`src/rtl/cqts_defines.svh`:
```
`ifndef CQTS_DEFINES_SVH
`define CQTS_DEFINES_SVH

// ----------------------------------------------------------------
// register byte offsets
// ----------------------------------------------------------------
`define CQTS_ADDR_W 8
`define CQTS_OFS_TRIG_CFG 8'h00
`define CQTS_OFS_TRIG_LEVEL 8'h04
`define CQTS_OFS_TRQ_SRC 8'h08
`define CQTS_OFS_TRQ_OFFSET 8'h0C
`define CQTS_OFS_TRQ_SCALE 8'h10
`define CQTS_OFS_SCALE_EN 8'h14
`define CQTS_OFS_GROUP_MAP 8'h18
`define CQTS_OFS_WIRING 8'h1C
`define CQTS_OFS_VSCALE0 8'h20
`define CQTS_OFS_CMD 8'h40
`define CQTS_OFS_RESP_FIELDS 8'h44
`define CQTS_OFS_RESP_VALUE 8'h48
`define CQTS_OFS_STATUS 8'h4C
`define CQTS_OFS_IRQ_STS 8'h50
`define CQTS_OFS_IRQ_MASK 8'h54

// ----------------------------------------------------------------
// sizes, field positions, codes
// ----------------------------------------------------------------
`define CQTS_NUM_CH 4
`define CQTS_NUM_GRP 3
`define CQTS_TRIG_METHOD_LSB 4
`define CQTS_TRIG_POS_LSB 8
`define CQTS_CMD_IDX_LSB 4
`define CQTS_TRIG_POS_BAD 2'h2
`define CQTS_TRQ_SRC_MAX 2'h2
`define CQTS_WIRING_MAX 3'h4
`define CQTS_NUM_IRQ 5
`define CQTS_IRQ_SAVE 0
`define CQTS_IRQ_LOAD 1
`define CQTS_IRQ_LOAD_ERR 2
`define CQTS_IRQ_QUERY 3
`define CQTS_IRQ_CMD_ERR 4

`endif

```
`src/rtl/cqts_pkg.sv`:
```
package cqts_pkg;

    // ----------------------------------------------------------------
    // command opcodes
    // ----------------------------------------------------------------
    typedef enum logic [3:0]
    {
        CQTS_OP_NONE = 4'h0,
        CQTS_OP_SAVE = 4'h1,
        CQTS_OP_LOAD = 4'h2,
        CQTS_OP_Q_TRIG = 4'h3,
        CQTS_OP_Q_TRQ_SRC = 4'h4,
        CQTS_OP_Q_TRQ_OFF = 4'h5,
        CQTS_OP_Q_TRQ_SCALE = 4'h6,
        CQTS_OP_Q_VOLTAGE_SCALING_QUERY = 4'h7,
        CQTS_OP_Q_GROUP = 4'h8,
        CQTS_OP_Q_WIRING = 4'h9
    } cqts_op_t;

    // ----------------------------------------------------------------
    // complete configuration, copied whole into the snapshot
    // ----------------------------------------------------------------
    typedef struct packed
    {
        logic [2:0] trig_input;
        logic [1:0] trig_method;
        logic [1:0] trig_pos;
        logic [31:0] trig_level;
        logic [1:0] trq_src;
        logic [31:0] trq_offset;
        logic [31:0] trq_scale;
        logic [3:0] scale_en;
        logic [3:0][31:0] voltage_scaling_query;
        logic [3:0][1:0] group;
        logic [2:0][2:0] wiring;
    } cqts_cfg_t;

endpackage

```
`src/rtl/cqts_top.sv`:
```
`timescale 1ns/1ps
`include "cqts_defines.svh"
// Notes on behaviour
// the trigger query returns input, method, position and level, inputs coded 0 to 7.
// trigger method codes are 0 dc rising, 1 dc falling, 2 rectified rising, 3 high frequency.
// trigger position codes are 0 for 0%, 1 for 50% and 3 for 75% of the span.
// the trigger level is returned as a real value in volts or amperes.
// the torque source query returns 0 none, 1 analog or 2 digital.
// torque offset and torque scaling are returned by separate queries as reals.
// the voltage scaling query returns the channel factor, or 0.0 when scaling is off.
// the group query returns group 1 to 3, or 0 when unassigned or not installed.
// the wiring query returns a code 0 to 4 for the given group.
// a save copies the whole configuration into a volatile store.
// a load restores the store and raises an error when no save came before.
// each save allows exactly one load; a second load without a save is invalid.
// a valid flag is set by save, cleared by load or reset, and decides load errors.
module cqts_top #(
    parameter logic [3:0] CH_INSTALLED = 4'hF
)(
    input wire logic pclk,
    input wire logic presetn,
    input wire logic psel,
    input wire logic penable,
    input wire logic pwrite,
    input wire logic [7:0] paddr,
    input wire logic [31:0] pwdata,
    output logic pready,
    output logic [31:0] prdata,
    output logic pslverr,
    output logic irq
);
    import cqts_pkg::*;

    // ----------------------------------------------------------------
    // state
    // ----------------------------------------------------------------
    cqts_cfg_t cfg_q, cfg_d, snap_q, snap_d;
    logic valid_q, valid_d;
    logic [31:0] fields_q, fields_d, value_q, value_d;
    logic [`CQTS_NUM_IRQ-1:0] sts_q, sts_d, mask_q, mask_d, ev;
    logic pready_q, pready_d, pslverr_q, pslverr_d, irq_q, irq_d;
    logic [31:0] prdata_q, prdata_d, rd_mux;
    logic done, wr, cmd_go, hit;
    cqts_op_t op;
    logic [3:0] idx;

    // 1-based channel identifier within range
    function automatic logic ch_ok(input logic [3:0] i);
        ch_ok = (i >= 4'h1) && (i <= 4'(`CQTS_NUM_CH));
    endfunction

    // 1-based group identifier within range
    function automatic logic grp_ok(input logic [3:0] i);
        grp_ok = (i >= 4'h1) && (i <= 4'(`CQTS_NUM_GRP));
    endfunction

    assign done = psel & penable & pready_q;
    assign wr = done & pwrite & ~pslverr_q;
    assign op = cqts_op_t'(pwdata[3:0]);
    assign idx = pwdata[`CQTS_CMD_IDX_LSB +: 4];
    assign cmd_go = wr & (paddr == `CQTS_OFS_CMD);

    // ----------------------------------------------------------------
    // read decode
    // ----------------------------------------------------------------
    always_comb
    begin
        rd_mux = 32'h0;
        hit = 1'b1;
        case (paddr)
            `CQTS_OFS_TRIG_CFG:
            begin
                rd_mux[2:0] = cfg_q.trig_input;
                rd_mux[`CQTS_TRIG_METHOD_LSB +: 2] = cfg_q.trig_method;
                rd_mux[`CQTS_TRIG_POS_LSB +: 2] = cfg_q.trig_pos;
            end
            `CQTS_OFS_TRIG_LEVEL: rd_mux = cfg_q.trig_level;
            `CQTS_OFS_TRQ_SRC: rd_mux[1:0] = cfg_q.trq_src;
            `CQTS_OFS_TRQ_OFFSET: rd_mux = cfg_q.trq_offset;
            `CQTS_OFS_TRQ_SCALE: rd_mux = cfg_q.trq_scale;
            `CQTS_OFS_SCALE_EN: rd_mux[3:0] = cfg_q.scale_en;
            `CQTS_OFS_GROUP_MAP: rd_mux[7:0] = cfg_q.group;
            `CQTS_OFS_WIRING: rd_mux[8:0] = cfg_q.wiring;
            `CQTS_OFS_CMD: rd_mux = 32'h0;
            `CQTS_OFS_RESP_FIELDS: rd_mux = fields_q;
            `CQTS_OFS_RESP_VALUE: rd_mux = value_q;
            `CQTS_OFS_STATUS: rd_mux[0] = valid_q;
            `CQTS_OFS_IRQ_STS: rd_mux[`CQTS_NUM_IRQ-1:0] = sts_q;
            `CQTS_OFS_IRQ_MASK: rd_mux[`CQTS_NUM_IRQ-1:0] = mask_q;
            default:
            begin
                // widened compare: a 2-bit channel count would wrap to zero
                if (paddr[7:4] == 4'h2 && paddr[1:0] == 2'h0
                    && {1'b0, paddr[3:2]} < 3'(`CQTS_NUM_CH))
                    rd_mux = cfg_q.voltage_scaling_query[paddr[3:2]];
                else
                    hit = 1'b0;
            end
        endcase
    end

    // ----------------------------------------------------------------
    // apb handshake: one wait state, answer registered
    // ----------------------------------------------------------------
    always_comb
    begin
        pready_d = 1'b0;
        pslverr_d = 1'b0;
        prdata_d = prdata_q;
        if (psel & penable & ~pready_q)
        begin
            pready_d = 1'b1;
            pslverr_d = ~hit;
            prdata_d = pwrite ? 32'h0 : rd_mux;
        end
    end

    // ----------------------------------------------------------------
    // configuration writes and commands
    // ----------------------------------------------------------------
    always_comb
    begin
        cfg_d = cfg_q;
        snap_d = snap_q;
        valid_d = valid_q;
        fields_d = fields_q;
        value_d = value_q;
        mask_d = mask_q;
        ev = '0;
        if (wr)
        begin
            case (paddr)
                `CQTS_OFS_TRIG_CFG:
                begin
                    // position code 2 has no meaning, so the whole write is refused
                    if (pwdata[`CQTS_TRIG_POS_LSB +: 2] == `CQTS_TRIG_POS_BAD)
                        ev[`CQTS_IRQ_CMD_ERR] = 1'b1;
                    else
                    begin
                        cfg_d.trig_input = pwdata[2:0];
                        cfg_d.trig_method = pwdata[`CQTS_TRIG_METHOD_LSB +: 2];
                        cfg_d.trig_pos = pwdata[`CQTS_TRIG_POS_LSB +: 2];
                    end
                end
                `CQTS_OFS_TRIG_LEVEL: cfg_d.trig_level = pwdata;
                `CQTS_OFS_TRQ_SRC:
                begin
                    if (pwdata[1:0] > `CQTS_TRQ_SRC_MAX)
                        ev[`CQTS_IRQ_CMD_ERR] = 1'b1;
                    else
                        cfg_d.trq_src = pwdata[1:0];
                end
                `CQTS_OFS_TRQ_OFFSET: cfg_d.trq_offset = pwdata;
                `CQTS_OFS_TRQ_SCALE: cfg_d.trq_scale = pwdata;
                `CQTS_OFS_SCALE_EN: cfg_d.scale_en = pwdata[3:0];
                `CQTS_OFS_GROUP_MAP:
                begin
                    // channels that are not fitted never join a group
                    for (int c = 0; c < `CQTS_NUM_CH; c++)
                        cfg_d.group[c] = CH_INSTALLED[c] ? pwdata[2*c +: 2] : 2'h0;
                end
                `CQTS_OFS_WIRING:
                begin
                    cfg_d.wiring = pwdata[8:0];
                    for (int g = 0; g < `CQTS_NUM_GRP; g++)
                        if (pwdata[3*g +: 3] > `CQTS_WIRING_MAX)
                        begin
                            cfg_d.wiring = cfg_q.wiring;
                            ev[`CQTS_IRQ_CMD_ERR] = 1'b1;
                        end
                end
                `CQTS_OFS_IRQ_MASK: mask_d = pwdata[`CQTS_NUM_IRQ-1:0];
                default:
                begin
                    if (paddr[7:4] == 4'h2)
                        cfg_d.voltage_scaling_query[paddr[3:2]] = pwdata;
                end
            endcase
        end
        if (cmd_go)
        begin
            case (op)
                CQTS_OP_SAVE:
                begin
                    snap_d = cfg_q;
                    valid_d = 1'b1;
                    ev[`CQTS_IRQ_SAVE] = 1'b1;
                end
                CQTS_OP_LOAD:
                begin
                    // one load per save; the flag decides
                    if (valid_q)
                    begin
                        cfg_d = snap_q;
                        valid_d = 1'b0;
                        ev[`CQTS_IRQ_LOAD] = 1'b1;
                    end
                    else
                        ev[`CQTS_IRQ_LOAD_ERR] = 1'b1;
                end
                CQTS_OP_Q_TRIG:
                begin
                    fields_d = {22'h0, cfg_q.trig_pos, 2'h0, cfg_q.trig_method,
                                1'b0, cfg_q.trig_input};
                    value_d = cfg_q.trig_level;
                    ev[`CQTS_IRQ_QUERY] = 1'b1;
                end
                CQTS_OP_Q_TRQ_SRC:
                begin
                    fields_d = {30'h0, cfg_q.trq_src};
                    ev[`CQTS_IRQ_QUERY] = 1'b1;
                end
                CQTS_OP_Q_TRQ_OFF:
                begin
                    value_d = cfg_q.trq_offset;
                    ev[`CQTS_IRQ_QUERY] = 1'b1;
                end
                CQTS_OP_Q_TRQ_SCALE:
                begin
                    value_d = cfg_q.trq_scale;
                    ev[`CQTS_IRQ_QUERY] = 1'b1;
                end
                CQTS_OP_Q_VOLTAGE_SCALING_QUERY:
                begin
                    if (ch_ok(idx))
                    begin
                        value_d = cfg_q.scale_en[2'(idx - 4'h1)] ?
                                  cfg_q.voltage_scaling_query[2'(idx - 4'h1)] : 32'h0;
                        ev[`CQTS_IRQ_QUERY] = 1'b1;
                    end
                    else
                        ev[`CQTS_IRQ_CMD_ERR] = 1'b1;
                end
                CQTS_OP_Q_GROUP:
                begin
                    if (ch_ok(idx))
                    begin
                        fields_d = {30'h0, CH_INSTALLED[2'(idx - 4'h1)] ?
                                    cfg_q.group[2'(idx - 4'h1)] : 2'h0};
                        ev[`CQTS_IRQ_QUERY] = 1'b1;
                    end
                    else
                        ev[`CQTS_IRQ_CMD_ERR] = 1'b1;
                end
                CQTS_OP_Q_WIRING:
                begin
                    if (grp_ok(idx))
                    begin
                        fields_d = {29'h0, cfg_q.wiring[2'(idx - 4'h1)]};
                        ev[`CQTS_IRQ_QUERY] = 1'b1;
                    end
                    else
                        ev[`CQTS_IRQ_CMD_ERR] = 1'b1;
                end
                default: ev[`CQTS_IRQ_CMD_ERR] = 1'b1;
            endcase
        end
    end

    // ----------------------------------------------------------------
    // interrupt status: read clears, a new event in that cycle wins
    // ----------------------------------------------------------------
    always_comb
    begin
        sts_d = sts_q;
        if (done & ~pwrite & (paddr == `CQTS_OFS_IRQ_STS))
            sts_d = '0;
        sts_d = sts_d | ev;
        irq_d = |(sts_d & mask_d);
    end

    // ----------------------------------------------------------------
    // registers
    // ----------------------------------------------------------------
    always_ff @(posedge pclk or negedge presetn)
    begin
        if (!presetn)
        begin
            cfg_q <= '0;
            snap_q <= '0;
            valid_q <= 1'b0;
            fields_q <= 32'h0;
            value_q <= 32'h0;
            sts_q <= '0;
            mask_q <= '0;
            pready_q <= 1'b0;
            pslverr_q <= 1'b0;
            prdata_q <= 32'h0;
            irq_q <= 1'b0;
        end
        else
        begin
            cfg_q <= cfg_d;
            snap_q <= snap_d;
            valid_q <= valid_d;
            fields_q <= fields_d;
            value_q <= value_d;
            sts_q <= sts_d;
            mask_q <= mask_d;
            pready_q <= pready_d;
            pslverr_q <= pslverr_d;
            prdata_q <= prdata_d;
            irq_q <= irq_d;
        end
    end

    assign pready = pready_q;
    assign pslverr = pslverr_q;
    assign prdata = prdata_q;
    assign irq = irq_q;
endmodule

```
`config.mk`:
```
export PLATFORM = sky130hd
export DESIGN_NAME = cqts_top
export DESIGN_NICKNAME = d
export VERILOG_FILES = /design/src/rtl/cqts_pkg.sv /design/src/rtl/cqts_top.sv
export VERILOG_INCLUDE_DIRS = /design/src /design/src/rtl
export SDC_FILE = /design/constraint.sdc
export NUM_CORES = 1
export LEC_CHECK = 0
export ABC_AREA = 1
export BUFFER_PORTS_ARGS = -buffer_cell sky130_fd_sc_hd__buf_2
export CAP_MARGIN = 20
export CORE_ASPECT_RATIO = 0.5
export CORE_MARGIN = 10
export CORE_UTILIZATION = 49
export DETAILED_ROUTE_END_ITERATION = 6
export HOLD_SLACK_MARGIN = 0.12
export PLACE_DENSITY = 0.74
export SLEW_MARGIN = 20
export SYNTH_ARGS = -nofsm -noshare
export SYNTH_HDL_FRONTEND = slang
export SYNTH_SLANG_ARGS = --single-unit
```
`constraint.sdc`:
```
create_clock -name pclk -period 2.4 [get_ports pclk]
set_input_delay 0.48 -clock pclk [delete_from_list [all_inputs] [get_ports pclk]]
set_output_delay 0.48 -clock pclk [all_outputs]
set_load 0.05 [all_outputs]
```
==> results.toml <==
[floorplan]
core_sq_mm = 0.0594
rows = 63
die_y_um = 193
die_area_sq_mm = 0.0709
start_util = 0.496
io_pins = 80
die_w_um = 367

[setup_path]
slowest_delay_ns = 0.53
worstSetupEndpointType = "flip-flop"
critPathSlowestCell = "dlygate4sd3_1"
crit_top_cell = "nand2_1"
worstSetupPathType = "in2reg"
crit_chain = "dlygate4sd3_1, buf_2, nand3_1, inv_2, nand2_2, inv_2, nand2_4, inv_2, nand3_4, buf_4, nand2_1, nand2_1, nand2_1, nor2_1, nand2_1"
cp.required_ns = 2.91
critPathMaxFanout = 27
crit_arrival_ns = 2.61
worst_setup_path_start_kind = "input pin"

[flow_run]
max-cap-violations = 0

[grt]
grtUsageTotal = 0.276
grt_first_pass_wirelength_um = 157000
grt_overflow_total = 0
antenna_found_initial = 6
grt_pass1_vias = 27100
busiest_layer = "met2"
grt_max_degree = 106
use_met1 = 0.381
met2_usage = 0.423
met3_usage = 0.0575

[synth]
ys_top_cells_by_count = "nand2_1 (1201), dfrtp_1 (593), o21ai_0 (439)"
synth_area_leaders = "dfrtp_1 (50%), nand2_1 (15%), o21ai_0 (7.5%), inv_1 (4.1%), nand3_1 (3.6%)"
yosysMostFrequentCell = "nand2_1"
yosysWarnings = 0
syn_area_per_cell_sq_um = 7.72
yosysSeqAreaShare = 0.504
synth_cell_types = 32
syn_inst = 3815
ys_ff_latch = 593
synth_nets = 3862
ys.flop_type = "dfrtp_1"
synth_top_area_frac = 0.504
synth-async-reset-ratio = 1.00
netlist_area_sq_mm = 0.0294
synth_edf_count = 0
synth_top_area_cell = "dfrtp_1"

[sta]
tightestPinTransition_ns = 0.648
slew_headroom = 0.568
max_freq_ghz = 0.476
rsz0062_at_grt = "false"
worst_slack_ns = 0.299
hold_viol_final = 0
period_needed_ns = 2.10
setup_viol = 0
worst_clock_skew_ns = 0.0353
period_share = 0.875
maxSlewViolCount = 0

[placement]
pre_cts_ws_ns = -0.00585
finalWeightedCongestion = 0.983
port_buffers = 79
place_hpwl_um = 65800

[cts]
cts_tree = "yes"
post_cts_resized = 0
clkTransAtPathRegs_ns = 0.07
numClockSinks = 593
ctsHtreeMaxLevel = 2
cts_setup_buffers = 0
root_buffer = "clkbuf_16"
cts_buffers = 55
max-clock-path-buffers = 3
clk_latency_ns = 0.64

[routing]
vias = 27900
ant_nets = 0
first_pass_iters = 7
wirelength_um = 101000
vias_per_cell = 5.91
remaining_drc_errors = 0
post_drt_wl_per_cell_um = 21.4
initialDrtViolationCount = 3737

[layout]
drive_gt1_frac = 0.103
final_util = 0.569
finalNetCount = 3914
num-fill-cells = 5268
syn_to_final_growth_pct = 14.8

[power_and_ir_drop]
power_density_mw_per_mm2 = 620
leakage_nw = 16.1
ir_drop_mv = 0.544

[hold_path]
hold_path.class = "in2reg"

[outcome]
status = "finished, final reports clean"
-- stage by stage --
stage / cell area [sq um] / setup TNS [ns] / power (mW) / hold WS, ns / cells
floorplan: 29400 / 0 / 10.9 / 0.184 / 3815
global placement: 31800 / 0 / 11.7 / 0.445 / 4619
detailed placement: 31800 / -0.00585 / 11.7 / 0.448 / 4619
CTS: 33800 / 0 / 21.0 / 0.171 / 4722
global route: 33800 / 0 / 21.5 / 0.184 / 4725
finish: 33800 / 0 / 20.9 / 0.179 / 4725
-- report_power, final --
group / internal (mW) / leakage (nW) / switching, mW
sequential: 10.1 / 7.70 / 0.0378
combinational: 0.377 / 7.44 / 1.07
clock: 5.31 / 0.951 / 4.10
-- worst paths after layout --
check | startpoint | endpoint | slack [ns] | depth (start not counted)
max | penable | irq | 0.30 | 15
min reg2reg | snap_q[90] | cfg_q[90] | 0.47 | 2
min in group asynchronous | presetn | snap_q[24] | 0.40 | 2
max in group asynchronous | presetn | snap_q[213] | 1.15 | 3
max reg2reg | pready | irq | 0.42 | 13
min | pwdata[10] | cfg_q[225] | 0.18 | 3
-- layer usage --
| metal | share of wire | wire, um |
|---|---|---|
| met2 | 0.44 | 44300 |
| met4 | 0.040 | 4020 |
| met3 | 0.11 | 11000 |
| met1 | 0.41 | 41700 |
| met5 | 0.00034 | 34 |
-- registers in the layout, indices dropped and copies added (netlist names), 5 cells and up --
register	count
cfg_q	254
fields_q	7
sts_q	5
snap_q	254
prdata	32
value_q	32
mask_q	5
-- layout by cell type, fill, tap and decap left out, types with 5 or more instances in the layout --
cell and count:
buf_12 63, o21ai_0 439, dfrtp_1 593, nand2_2 12
clkbuf_16 55, nor2_4 7, inv_1 321, nand3_1 209
nand4_1 6, o21ai_1 17, clkbuf_8 18, buf_4 106
a31oi_1 63, a21oi_1 169, buf_2 78, nor2_2 12
o22ai_1 111, bufinv_16 5, mux2_1 12, o211ai_1 131
clkbuf_1 5, inv_2 13, nor2_1 215, nand2_1 1198
clkinv_2 11
-- cells by family (layout without fill, tap and decap cells) --
family,count (synthesis),after routing,synth area share
AOI/OAI and AO/OA,942,942,0.180
adders and majority gates,2,2,0.000850
buffers and inverters,593,688,0.0833
DFF,593,593,0.504
muxes,12,12,0.00459
other,0,3,0
and+or+nand+nor,1673,1673,0.228
-- critical path, delay by kind of cell --
| kind | cells | cell delay, ns |
|---|---|---|
| buffers and inverters | 6 | 1.24 |
| and+or+nand+nor | 9 | 0.87 |
-- repair_timing --
item | in CTS | in global routing
endpoints found under the setup margin | 0 | 0
hold buffers | 3 | 0
hold endpoints to repair | 28 | 0
-- cell type report --
type / count / area, sq um / area share
clock inverter: 22 / 273 / 0.00807
antenna: 3 / 7.51 / 0.000222
clock buffer: 78 / 1640 / 0.0486
inverter: 337 / 1270 / 0.0376
timing repair buffer: 251 / 2490 / 0.0738
tap: 812 / 1020 / 0.0301
sequential: 593 / 14800 / 0.439
multi-input combinational: 2629 / 12300 / 0.363
(Power assumes the default switching activity.)
